File: src/logic/pzd_map.vh
// Constants for the cyclic process-data handler: offsets, fields, resets, timing
`ifndef PZD_MAP_VH
`define PZD_MAP_VH

// Clock rate in kHz and blink half period in ms
`define CLK_KHZ 100000
`define BLINK_MS 250

// Frame shape
`define FRAME_WORDS 4'hC
`define SLOT_COUNT 4'hA
`define SLOT_UNASSIGNED 16'hFFFF

// Register word offsets and slot group numbers (address bits 6:4)
`define REG_FORMAT 7'h00
`define REG_CTRL 7'h01
`define REG_STATUS 7'h02
`define REG_FREQ 7'h03
`define REG_FRAMES 7'h04
`define REG_CMDWORD 7'h05
`define GRP_WR_BASE 3'h1
`define GRP_RD_BASE 3'h2
`define GRP_WR_OVR 3'h3
`define GRP_RD_OVR 3'h4

// Reset values
`define FORMAT_RESET 16'h0000
`define CTRL_RESET 1'h0

// Control word bit positions
`define CW_RAMP_STOP 0
`define CW_COAST_STOP 1
`define CW_FWD 2
`define CW_REV 3
`define CW_QUICK_STOP 4
`define CW_TORQUE 5
`define CW_FAULT_RESET 6
`define CW_ENABLE 7

// Setpoint scaling
`define PCT_FULL 16'h2710

`endif

File: src/logic/pzd_handler.v
// Cyclic process-data handler: command decode, status return, slot transfers, LEDs
//
// The implementer's own choices: the Avalon-MM register port and the address map.
`timescale 1ns/1ps
`default_nettype none
`include "pzd_map.vh"

module pzd_handler #(
    parameter [31:0] BLINK_CYCLES = `BLINK_MS * `CLK_KHZ
) (
    input wire i_clk, // System clock, 100 MHz
    input wire i_reset, // Asynchronous reset, active high
    input wire [6:0] i_avs_address, // Avalon word address
    input wire i_avs_read, // Avalon read
    input wire i_avs_write, // Avalon write
    input wire [31:0] i_avs_writedata, // Avalon write data
    output reg [31:0] o_avs_readdata, // Avalon read data
    output reg o_avs_waitrequest, // Avalon waitrequest
    input wire i_rx_valid, // Master word strobe
    input wire [15:0] i_rx_data, // Master word
    input wire i_rx_last, // Last word of frame
    input wire i_rx_good, // Frame check passed, with last
    input wire i_tx_req, // Start of returned frame
    output reg o_tx_valid, // Returned word strobe
    output reg [15:0] o_tx_data, // Returned word
    output reg o_tx_last, // Last returned word
    output reg o_par_req, // Parameter access request
    output reg o_par_we, // Parameter access is a write
    output reg [15:0] o_par_addr, // Parameter address
    output reg [15:0] o_par_wdata, // Parameter write value
    input wire i_par_ack, // Parameter access done
    input wire [15:0] i_par_rdata, // Parameter read value
    input wire i_drv_running, // Drive running
    input wire i_drv_forward, // Drive running forward
    input wire i_drv_reverse, // Drive running reverse
    input wire i_drv_fault, // Drive faulted
    input wire i_drv_coasting, // Drive coasting to stop
    input wire i_drv_comm_ok, // Drive communication healthy
    input wire i_freq_reached, // Target frequency reached
    input wire i_torque_active, // Torque control active
    input wire [15:0] i_run_freq, // Running frequency, 0.01 Hz
    input wire [15:0] i_max_freq, // Maximum frequency, 0.01 Hz
    input wire i_master_found, // Master station found
    input wire i_config_err, // Configuration error
    input wire i_master_lost, // Master lost
    input wire i_mac_bad, // MAC address invalid
    output reg o_cmd_ramp_stop, // Ramp to stop command
    output reg o_cmd_coast_stop, // Coast to stop command
    output reg o_cmd_forward, // Forward run command
    output reg o_cmd_reverse, // Reverse run command
    output reg o_cmd_quick_stop, // Quick stop request
    output reg o_cmd_torque_mode, // Torque control selected
    output reg o_cmd_fault_reset, // Fault reset pulse
    output reg o_cmd_enabled, // Command word enabled
    output reg [15:0] o_target_freq, // Target frequency, 0.01 Hz
    output reg o_target_valid, // Target frequency applied
    output reg o_ctrl_led_green, // Controller link LED green
    output reg o_ctrl_led_yellow, // Controller link LED yellow
    output reg o_ctrl_led_red, // Controller link LED red
    output reg o_drv_led_green, // Drive link LED green
    output reg o_drv_led_yellow, // Drive link LED yellow
    output reg o_drv_led_red // Drive link LED red
);

    localparam [2:0] S_INIT = 3'h0;
    localparam [2:0] S_IDLE = 3'h1;
    localparam [2:0] S_OVR = 3'h2;
    localparam [2:0] S_BASE = 3'h3;
    localparam [2:0] S_ADDR = 3'h4;
    localparam [2:0] S_WAIT = 3'h5;
    localparam [1:0] B_IDLE = 2'h0;
    localparam [1:0] B_MEM = 2'h1;
    localparam [1:0] B_ACK = 2'h2;

    reg [15:0] format_param;
    reg freq_src_comm;
    reg [15:0] frame_count;
    reg [15:0] cmd_word;
    reg [3:0] rx_count;
    reg [15:0] rx_cw;
    reg [15:0] rx_sp;
    reg [15:0] rx_slot [0:9];
    reg [15:0] wr_val [0:9];
    reg [15:0] rd_val [0:9];
    reg commit_pending;
    reg [2:0] seq_state;
    reg [4:0] seq_slot;
    reg [5:0] init_idx;
    reg [15:0] ovr_addr;
    reg [1:0] bus_state;
    reg [3:0] tx_idx;
    reg tx_busy;
    reg [31:0] blink_cnt;
    reg blink;
    reg [15:0] sp_mag;
    reg [31:0] sp_scaled;
    reg [15:0] next_target;
    reg [15:0] status_word;
    reg [5:0] mem_addr;
    reg mem_we;
    reg [15:0] mem_wdata;
    wire [15:0] mem_rdata;
    wire [2:0] grp = i_avs_address[6:4];
    wire slot_hit = (grp >= `GRP_WR_BASE) && (grp <= `GRP_RD_OVR) && (i_avs_address[3:0] < `SLOT_COUNT);
    wire [5:0] bus_idx = {grp[1:0] - 2'h1, i_avs_address[3:0]};
    wire bus_req = i_avs_read | i_avs_write;
    wire seq_rd = seq_slot >= 5'h0A;
    wire [3:0] seq_sub = seq_rd ? seq_slot[3:0] - 4'hA : seq_slot[3:0];
    integer k;

    slot_addr_mem u_mem (
        .i_clk(i_clk),
        .i_we(mem_we),
        .i_addr(mem_addr),
        .i_wdata(mem_wdata),
        .o_rdata(mem_rdata)
    );

    // Memory port: fill after reset, sequencer lookups, bus accesses
    always @* begin
        mem_we = 1'b0;
        mem_wdata = 16'h0000;
        mem_addr = bus_idx;
        if (seq_state == S_INIT) begin
            mem_we = 1'b1;
            mem_addr = init_idx;
            mem_wdata = init_idx[5] ? `SLOT_UNASSIGNED : 16'h0000;
        end else if (seq_state == S_OVR) begin
            mem_addr = {1'b1, seq_rd, seq_sub};
        end else if (seq_state == S_BASE) begin
            mem_addr = {1'b0, seq_rd, seq_sub};
        end else if (bus_state == B_ACK && i_avs_write && slot_hit) begin
            mem_we = 1'b1;
            mem_wdata = i_avs_writedata[15:0];
        end
    end

    // Setpoint magnitude and scaling
    always @* begin
        sp_mag = rx_sp[15] ? 16'h0000 - rx_sp : rx_sp;
        sp_scaled = 32'h0000_0000;
        if (format_param[0] == 1'b0) begin
            if (sp_mag > `PCT_FULL) begin
                sp_scaled = {16'h0000, i_max_freq};
            end else begin
                sp_scaled = ({16'h0000, sp_mag} * {16'h0000, i_max_freq}) / {16'h0000, `PCT_FULL};
            end
        end else begin
            sp_scaled = {16'h0000, (sp_mag > i_max_freq) ? i_max_freq : sp_mag};
        end
        next_target = sp_scaled[15:0];
    end

    // Returned status word
    always @* begin
        status_word = 16'h0000;
        status_word[0] = i_drv_running;
        status_word[1] = i_drv_forward;
        status_word[2] = i_drv_reverse;
        status_word[3] = ~i_drv_fault;
        status_word[4] = i_drv_coasting;
        status_word[5] = ~i_drv_comm_ok;
        status_word[6] = i_freq_reached;
        status_word[7] = i_torque_active;
    end

    // Master frame reception and commit
    always @(posedge i_clk or posedge i_reset) begin
        if (i_reset) begin
            rx_count <= 4'h0;
            rx_cw <= 16'h0000;
            rx_sp <= 16'h0000;
            for (k = 0; k < 10; k = k + 1) begin
                rx_slot[k] <= 16'h0000;
            end
        end else if (i_rx_valid) begin
            rx_count <= i_rx_last ? 4'h0 : rx_count + 4'h1;
            if (rx_count == 4'h0) begin
                rx_cw <= i_rx_data;
            end else if (rx_count == 4'h1) begin
                rx_sp <= i_rx_data;
            end else if (rx_count < `FRAME_WORDS) begin
                rx_slot[rx_count - 4'h2] <= i_rx_data;
            end
        end
    end

    wire frame_ok = i_rx_valid && i_rx_last && i_rx_good && (rx_count == `FRAME_WORDS - 4'h1);
    reg commit;

    always @(posedge i_clk or posedge i_reset) begin
        if (i_reset) begin
            commit <= 1'b0;
        end else begin
            commit <= frame_ok;
        end
    end

    // Command decode, applied one cycle after a good frame
    always @(posedge i_clk or posedge i_reset) begin
        if (i_reset) begin
            cmd_word <= 16'h0000;
            frame_count <= 16'h0000;
            o_cmd_ramp_stop <= 1'b0;
            o_cmd_coast_stop <= 1'b0;
            o_cmd_forward <= 1'b0;
            o_cmd_reverse <= 1'b0;
            o_cmd_quick_stop <= 1'b0;
            o_cmd_torque_mode <= 1'b0;
            o_cmd_fault_reset <= 1'b0;
            o_cmd_enabled <= 1'b0;
            o_target_freq <= 16'h0000;
            o_target_valid <= 1'b0;
            for (k = 0; k < 10; k = k + 1) begin
                wr_val[k] <= 16'h0000;
            end
        end else begin
            o_cmd_fault_reset <= 1'b0;
            o_target_valid <= freq_src_comm;
            if (commit) begin
                cmd_word <= {8'h00, rx_cw[7:0]};
                frame_count <= frame_count + 16'h0001;
                o_cmd_enabled <= rx_cw[`CW_ENABLE];
                o_cmd_ramp_stop <= rx_cw[`CW_ENABLE] & rx_cw[`CW_RAMP_STOP];
                o_cmd_coast_stop <= rx_cw[`CW_ENABLE] & rx_cw[`CW_COAST_STOP];
                o_cmd_forward <= rx_cw[`CW_ENABLE] & rx_cw[`CW_FWD];
                o_cmd_reverse <= rx_cw[`CW_ENABLE] & rx_cw[`CW_REV];
                o_cmd_quick_stop <= rx_cw[`CW_QUICK_STOP];
                o_cmd_torque_mode <= rx_cw[`CW_TORQUE];
                o_cmd_fault_reset <= rx_cw[`CW_ENABLE] & rx_cw[`CW_FAULT_RESET];
                if (freq_src_comm) begin
                    o_target_freq <= next_target;
                end
                for (k = 0; k < 10; k = k + 1) begin
                    wr_val[k] <= rx_slot[k];
                end
            end
        end
    end

    // Slot sequencer: memory fill, then ten writes and ten reads per frame
    always @(posedge i_clk or posedge i_reset) begin
        if (i_reset) begin
            seq_state <= S_INIT;
            seq_slot <= 5'h00;
            init_idx <= 6'h00;
            ovr_addr <= 16'h0000;
            commit_pending <= 1'b0;
            o_par_req <= 1'b0;
            o_par_we <= 1'b0;
            o_par_addr <= 16'h0000;
            o_par_wdata <= 16'h0000;
            for (k = 0; k < 10; k = k + 1) begin
                rd_val[k] <= 16'h0000;
            end
        end else begin
            if (commit) begin
                commit_pending <= 1'b1;
            end
            case (seq_state)
                S_INIT: begin
                    init_idx <= init_idx + 6'h01;
                    if (init_idx == 6'h3F) begin
                        seq_state <= S_IDLE;
                    end
                end
                S_IDLE: begin
                    if (commit_pending && bus_state == B_IDLE) begin
                        commit_pending <= commit;
                        seq_slot <= 5'h00;
                        seq_state <= S_OVR;
                    end
                end
                S_OVR: begin
                    seq_state <= S_BASE;
                end
                S_BASE: begin
                    ovr_addr <= mem_rdata;
                    seq_state <= S_ADDR;
                end
                S_ADDR: begin
                    o_par_req <= 1'b1;
                    o_par_we <= ~seq_rd;
                    o_par_addr <= (ovr_addr != `SLOT_UNASSIGNED) ? ovr_addr : mem_rdata;
                    o_par_wdata <= seq_rd ? 16'h0000 : wr_val[seq_sub];
                    seq_state <= S_WAIT;
                end
                S_WAIT: begin
                    if (i_par_ack) begin
                        o_par_req <= 1'b0;
                        if (seq_rd) begin
                            rd_val[seq_sub] <= i_par_rdata;
                        end
                        if (seq_slot == 5'h13) begin
                            seq_state <= S_IDLE;
                        end else begin
                            seq_slot <= seq_slot + 5'h01;
                            seq_state <= S_OVR;
                        end
                    end
                end
                default: begin
                    seq_state <= S_IDLE;
                end
            endcase
        end
    end

    // Returned frame: status, frequency, ten read slot values
    always @(posedge i_clk or posedge i_reset) begin
        if (i_reset) begin
            tx_busy <= 1'b0;
            tx_idx <= 4'h0;
            o_tx_valid <= 1'b0;
            o_tx_data <= 16'h0000;
            o_tx_last <= 1'b0;
        end else begin
            o_tx_valid <= tx_busy;
            o_tx_last <= tx_busy && (tx_idx == `FRAME_WORDS - 4'h1);
            if (tx_busy) begin
                if (tx_idx == 4'h0) begin
                    o_tx_data <= status_word;
                end else if (tx_idx == 4'h1) begin
                    o_tx_data <= i_run_freq;
                end else begin
                    o_tx_data <= rd_val[tx_idx - 4'h2];
                end
                tx_idx <= tx_idx + 4'h1;
                if (tx_idx == `FRAME_WORDS - 4'h1) begin
                    tx_busy <= 1'b0;
                    tx_idx <= 4'h0;
                end
            end else if (i_tx_req) begin
                tx_busy <= 1'b1;
            end
        end
    end

    // Avalon-MM slave
    always @(posedge i_clk or posedge i_reset) begin
        if (i_reset) begin
            bus_state <= B_IDLE;
            o_avs_waitrequest <= 1'b1;
            o_avs_readdata <= 32'h0000_0000;
            format_param <= `FORMAT_RESET;
            freq_src_comm <= `CTRL_RESET;
        end else begin
            case (bus_state)
                B_IDLE: begin
                    if (bus_req && seq_state == S_IDLE && !commit_pending) begin
                        bus_state <= B_MEM;
                    end
                end
                B_MEM: begin
                    o_avs_waitrequest <= 1'b0;
                    bus_state <= B_ACK;
                end
                B_ACK: begin
                    o_avs_waitrequest <= 1'b1;
                    bus_state <= B_IDLE;
                    if (i_avs_write && i_avs_address == `REG_FORMAT) begin
                        format_param <= i_avs_writedata[15:0];
                    end
                    if (i_avs_write && i_avs_address == `REG_CTRL) begin
                        freq_src_comm <= i_avs_writedata[0];
                    end
                end
                default: begin
                    bus_state <= B_IDLE;
                    o_avs_waitrequest <= 1'b1;
                end
            endcase
            if (bus_state == B_MEM) begin
                o_avs_readdata <= slot_hit ? {16'h0000, mem_rdata} : 32'h0000_0000;
            end
            if (bus_state == B_MEM && !slot_hit) begin
                case (i_avs_address)
                    `REG_FORMAT: o_avs_readdata <= {16'h0000, format_param};
                    `REG_CTRL: o_avs_readdata <= {31'h0000_0000, freq_src_comm};
                    `REG_STATUS: o_avs_readdata <= {16'h0000, status_word};
                    `REG_FREQ: o_avs_readdata <= {o_target_freq, i_run_freq};
                    `REG_FRAMES: o_avs_readdata <= {16'h0000, frame_count};
                    `REG_CMDWORD: o_avs_readdata <= {16'h0000, cmd_word};
                    default: o_avs_readdata <= 32'h0000_0000;
                endcase
            end
        end
    end

    // Link indicators
    always @(posedge i_clk or posedge i_reset) begin
        if (i_reset) begin
            blink_cnt <= 32'h0000_0000;
            blink <= 1'b0;
            o_ctrl_led_green <= 1'b0;
            o_ctrl_led_yellow <= 1'b0;
            o_ctrl_led_red <= 1'b0;
            o_drv_led_green <= 1'b0;
            o_drv_led_yellow <= 1'b0;
            o_drv_led_red <= 1'b0;
        end else begin
            if (blink_cnt >= BLINK_CYCLES - 32'h1) begin
                blink_cnt <= 32'h0000_0000;
                blink <= ~blink;
            end else begin
                blink_cnt <= blink_cnt + 32'h1;
            end
            o_ctrl_led_red <= i_master_lost;
            o_ctrl_led_yellow <= ~i_master_lost & i_config_err;
            o_ctrl_led_green <= ~i_master_lost & ~i_config_err & (i_master_found | blink);
            o_drv_led_red <= ~i_drv_comm_ok;
            o_drv_led_yellow <= i_drv_comm_ok & (i_mac_bad | (i_drv_fault & blink));
            o_drv_led_green <= i_drv_comm_ok & ~i_mac_bad & ~i_drv_fault;
        end
    end

endmodule

`default_nettype wire

File: src/logic/slot_addr_mem.v
// Slot address memory: 64 words of 16 bits with registered read data
`timescale 1ns/1ps
`default_nettype none

module slot_addr_mem (
    input wire i_clk, // System clock
    input wire i_we, // Write strobe
    input wire [5:0] i_addr, // Word address
    input wire [15:0] i_wdata, // Write data
    output reg [15:0] o_rdata // Read data, one cycle after address
);

    reg [15:0] mem [0:63];

    always @(posedge i_clk) begin
        if (i_we) begin
            mem[i_addr] <= i_wdata;
        end
        o_rdata <= mem[i_addr];
    end

endmodule

`default_nettype wire

File: config.mk
export PLATFORM = sky130hd
export DESIGN_NAME = pzd_handler
export DESIGN_NICKNAME = d
export VERILOG_FILES = /design/src/logic/pzd_handler.v /design/src/logic/slot_addr_mem.v
export VERILOG_INCLUDE_DIRS = /design/src /design/src/logic
export SDC_FILE = /design/constraint.sdc
export NUM_CORES = 2
export LEC_CHECK = 0
export ABC_AREA = 1
export BUFFER_PORTS_ARGS = -buffer_cell sky130_fd_sc_hd__buf_2
export CELL_PAD_IN_SITES_DETAIL_PLACEMENT = 0
export CELL_PAD_IN_SITES_GLOBAL_PLACEMENT = 1
export CORE_MARGIN = 5
export CORE_UTILIZATION = 53
export CTS_CLUSTER_SIZE = 16
export DETAILED_ROUTE_END_ITERATION = 10
export PLACE_DENSITY = 0.87
export SYNTH_ARGS = -nofsm -noshare
export SYNTH_HDL_FRONTEND = slang
export SYNTH_HIERARCHICAL = 1
export SYNTH_SLANG_ARGS = --single-unit
File: constraint.sdc
create_clock -name i_clk -period 45.5 [get_ports i_clk]
set_input_delay 11.375 -clock i_clk [delete_from_list [all_inputs] [get_ports i_clk]]
set_output_delay 11.375 -clock i_clk [all_outputs]
set_load 0.03 [all_outputs]
# Yosys cells after proc, flatten, opt, wreduce, memory -nomap -nowiden
# Memories as Yosys holds them, arrays and structs flattened. A register that Yosys moved wholly into a read port is not among the register bits.
# Cells that the tools add are included.
# word_totals
regBits	737
latch_bits	0
ramBits	1024
rom_bits	0
output_inout_bits	116
mem_count	1
# mem_list
name	words	word_bits	read_ports	rd_clocked_by_memory_dff	write_ports	line	text
u_mem.mem	64	16	1	1	1	slot_addr_mem.v:13	reg [15:0] mem [0:63];
# classes
add_sub_neg	11
mul	1
div_mod_pow	1
order_cmp	13
eq_ne	24
shift	0
muxes	63
bitwise_logic	27
reduce_logical	36
# op_table
operator	n
bitwise mux 160 bit	2
two-way mux 16 bit	20
one-hot mux 32 bit (6 select lines)	1
binary-select mux 16 bit (select 4 bit)	2
demux 16 bit (select 4 bit)	2
two-way mux 32 bit	3
adder 32 x 1 -> 32 bit (second input constant)	1
divider 32 x 14 -> 32 bit (second input constant)	1
>= comparator 32 x 25 -> 1 bit (second input constant)	1
multiplier 16 x 16 -> 32 bit	1
two-way mux 6 bit	3
one-hot mux 3 bit (6 select lines)	1
adder 16 x 1 -> 16 bit (second input constant)	1
greater-than comparator 16 x 14 -> 1 bit (second input constant)	1
greater-than comparator 16 bit	1
logical AND 1 bit	16
inequality test 16 bit (second input constant)	1
subtractor 1 x 16 -> 16 bit (first input constant)	1
>= comparator 5 bit (second input constant)	3
two-way mux 5 bit	3
inverter 4 -> 5 bit	3
equality test 7 x 2 -> 1 bit (second input constant)	2
equality test 7 x 3 -> 1 bit (second input constant)	2
two-way mux 1 bit	14
other kinds (41)	90

# Longest topological paths before layout
# depth
word_depth	10
depth_mapped	179
mapped_depth_nobuf	174

# By module
# The synthesis kept the hierarchy.
# by_module_without_submodules
module	instances	cells_per_inst	area_each_um2	seq_area_each_um2
pzd_handler	1	6275	49571.3	18368.9
slot_addr_mem	1	4256	43569.3	31069.8

# Worst setup path after synthesis
# OpenSTA, ideal clock, no wires.
# synth_timing
kind	input port to flip-flop
from	input port i_max_freq[6]
to	register o_target_freq[0]
arrival_time_ps	27629
required_time_ps	45427
setup_slack_ps	17798
path_stages	132
path_cell_list	inv_1 > clkbuf_1 > nor2_1 > fa_1 > inv_1 > fa_1 > fa_1 > fa_1 > inv_1 > fa_1 > inv_1 > fa_1 > inv_1 > ha_1 > nand2_1 > nor2_1 > nand2_1 > nor2_1 > [... 96 more ...] > nand3_2 > nor2_2 > nor2_2 > nand2_4 > nand2_4 > nand2_2 > nand3_1 > nor2_2 > nand3_2 > nand2_4 > nand2_1 > nand2_1 > nand2_1 > nor2_1 > nand3_1 > nand3_1 > nand2_1 > a21oi_2
# synth_via
elab_chain_cells	4
# synth_rtl
element	line	text
start: declaration	pzd_handler.v:42	input wire [15:0] i_max_freq,
multiplier 16 x 16 -> 32 bit	pzd_handler.v:146	sp_scaled = ({16'h0000, sp_mag} * {16'h0000, i_max_freq}) / {16'h0000, `PCT_FULL};
divider 32 x 14 -> 32 bit	pzd_handler.v:146	
two-way mux 16 bit	pzd_handler.v:143	if (sp_mag > `PCT_FULL) begin
two-way mux 16 bit *	pzd_handler.v:142	if (format_param[0] == 1'b0) begin
end signal: assignment	pzd_handler.v:232	o_target_freq <= next_target;
end: declaration	pzd_handler.v:55	output reg [15:0] o_target_freq,
# Mark *: on every way between the ends. The rest lies on a longest branch, timed or not.
# A chain may end at the register's enable or synchronous reset.

# Worst setup path after layout
# layout_timing
from	input port i_max_freq[12]
to	register o_target_freq[0]
# Same word-level chain as after synthesis.

==> flow_metrics.tcl <==
set metrics [dict create \
    status "finished clean" \
    yosys.area.top_type "edfxtp_1" \
    min_path_cells 1 \
    core-area_um2 174000 \
    synth.avg_cell_area_um2 8.84 \
    vias_per_cell 5.44 \
    rsz0062_at_grt "no" \
    ant_nets 0 \
    use_met1 0.380 \
    area_growth_pct 10.1 \
    yosys_warnings 6 \
    min_from "blink_cnt[0]" \
    io_buffers 223 \
    grt_max_degree 201 \
    detail_route.wirelength_mm 258 \
    holdCritPathClass "reg2reg" \
    pin_count 240 \
    fmax_ghz 0.0319 \
    cp_data_arrival_time_ns 32.05 \
    reg2reg_from "rx_sp[0]" \
    slowest_delay_ns 0.59 \
    synth-edff-count 1024 \
    postCtsSetupBuffers 0 \
    final_cell_mix "nand2_1, edfxtp_1, inv_1" \
    die_w_um 429 \
    use_met3 0.0452 \
    holdBufCountCts 0 \
    crit_required_ns 46.25 \
    use_met2 0.447 \
    grt_pass1_vias 69394 \
    setup_violations 0 \
    hold_viol 0 \
    r2r_end "o_target_freq[0]" \
    slew_headroom 0.166 \
    finClkSkew_ns 0.0548 \
    cts_htree_levels 4 \
    insertion_delay_ns 0.86 \
    cts_tree "built" \
    synthFlopType "edfxtp_1" \
    synth_seq_cells 1774 \
    drive_gt1_frac 0.117 \
    synthArstFlopShare 0.414 \
    synth.cell_area_um2 93100 \
    num_rows 153 \
    numCtsBuffers 184 \
    synth_cells 10531 \
    netlist_top_cells_area "edfxtp_1, dfrtp_1, nand2_1, fa_1, o21ai_0" \
    grt_pass1_wl_mm 401 \
    path_class "in2reg" \
    layout_commonest_cell "nand2_1" \
    crit_fanout 15 \
    fin_nets 11099 \
    drc 0 \
    cp_slowest_cell "fa_1" \
    top_usage_layer "met2" \
    via_count 71327 \
    endpoint_kind "register" \
    cap_violations 0 \
    crit_path_frequent_cell "nand2_4" \
    slew_viol_final 0 \
    grtUsageTotal 0.277 \
    gp_congestion 0.918 \
    drt_pass1_iterations 6 \
    clock_path_buffers 3 \
    r2r_cells 140 \
    numClockSinks 1774 \
    overflow 0 \
    initial_core_util 0.534 \
    wl_per_cell_um 19.7 \
    clk_pin_slew_worst_paths_ns 0.06 \
    cts-root-buf "clkbuf_16" \
    min_period_ns 31.30 \
    period_share 0.688 \
    yosysSeqAreaShare 0.531 \
    die_h_um 429 \
    dieArea_um2 184000 \
    drtIter0Drc 7020 \
    antenna_found_initial 3 \
    whs_endpoint "blink_cnt[0]" \
    cts_resized 0 \
    yosys.cell_types.count 81 \
    dp_hpwl_mm 163 \
    r2r_slack_ns 21.84 \
    worst_setup_path_start_kind "input pin" \
    setup_tns_ns 0 \
    synth_top_area_frac 0.330 \
    worstMarginPinSlew_ns 1.25 \
]
registers in the layout, indices dropped and copies added, names as in the netlist, 8 cells and up:
signal and flops:
rx_cw 8, u_mem/mem 1024, blink_cnt 32, format_param 16, o_tx_data 16, o_avs_readdata 32, wr_val 160, o_par_wdata 16
o_target_freq 16, rx_slot 160, o_par_addr 16, frame_count 16, rx_sp 16, rd_val 160, ovr_addr 16, u_mem/o_rdata 16
Yosys cell counts (all sizes together) (4+ instances only):
| library cell | instances |
|---|---|
| a21o | 5 |
| a21oi | 113 |
| a221oi | 4 |
| a22oi | 19 |
| a31o | 7 |
| a31oi | 30 |
| a41oi | 16 |
| buf | 172 |
| clkbuf | 302 |
| clkinv | 24 |
| dfrtp | 733 |
| dfxtp | 16 |
| edfxtp | 1024 |
| fa | 194 |
| ha | 156 |
| inv | 872 |
| mux2 | 4 |
| nand2 | 4734 |
| nand3 | 336 |
| nand3b | 16 |
| nand4 | 86 |
| nor2 | 556 |
| nor3 | 54 |
| nor3b | 4 |
| nor4 | 7 |
| o2111ai | 5 |
| o211ai | 66 |
| o21a | 7 |
| o21ai | 754 |
| o21bai | 7 |
| o221ai | 30 |
| o22ai | 9 |
| o31ai | 19 |
| or2 | 34 |
| or4 | 4 |
| xnor2 | 22 |
| xor2 | 73 |
worst max path at each step:
| stage | endpoint | slack [ns] | start |
|---|---|---|---|
| final | o_target_freq[0] | 14.20 | i_max_freq[12] |
| after global routing | o_target_freq[0] | 12.48 | i_max_freq[12] |
| after CTS | o_target_freq[0] | 14.32 | i_max_freq[12] |
| after detailed placement | o_target_freq[0] | 13.52 | i_max_freq[12] |
| after global placement | o_target_freq[0] | 13.92 | i_max_freq[12] |
| after floorplan | blink | 13.53 | i_reset |
routing by layer:
metal / part of all wire / up-vias
met2: 0.47 / 2528
met1: 0.42 / 34397
li1: - / 33921
met5: 0 / -
met3: 0.074 / 481
met4: 0.038 / 0
worst max-delay path, delay by kind of cell:
| kind | cells | cell delay, ns |
|---|---|---|
| AO/OA/AOI/OAI | 9 | 2.11 |
| AND/OR/NAND/NOR | 99 | 13.54 |
| adder cells (fa/ha/maj) | 7 | 3.36 |
| buffers and inverters | 10 | 1.53 |
metrics by stage:
stage / utilization / instances / instance area, µm² / hold WS (ns) / worst slack (ns)
floorplan: - / 10537 / 93200 / 0.352 / 13.53
global placement: 0.554 / 12764 / 96600 / 0.445 / 13.92
detailed placement: 0.554 / 12764 / 96600 / 0.458 / 13.52
CTS: 0.588 / 13104 / 103000 / 0.466 / 14.32
global route: 0.588 / 13105 / 103000 / 0.491 / 12.48
finish: 0.588 / 13106 / 103000 / 0.459 / 14.20
cell type report:
type	count	area (µm²)
tap	2325	2910
inverter	896	3470
antenna	2	5.00
multi-input combinational	7392	38500
sequential	1774	49400
clock buffer	246	5110
timing repair buffer	377	2320
clock inverter	94	835
fill	15071	71800
logic make-up after synthesis:
family | after synthesis | share of synthesized area
AND/OR/NAND/NOR | 5836 | 0.269
flip-flops | 1774 | 0.531
buffers and inverters | 1371 | 0.0606
AO/OA/AOI/OAI | 1099 | 0.0673
adder cells (fa/ha/maj) | 350 | 0.0627
XOR/XNOR | 95 | 0.00901
multiplexers | 5 | 0.000591
other | 1 | 0.0000403
Power is left out: the tool's default activity adds up to more than one toggle a clock period on the data nets, which glitch-free logic cannot reach.
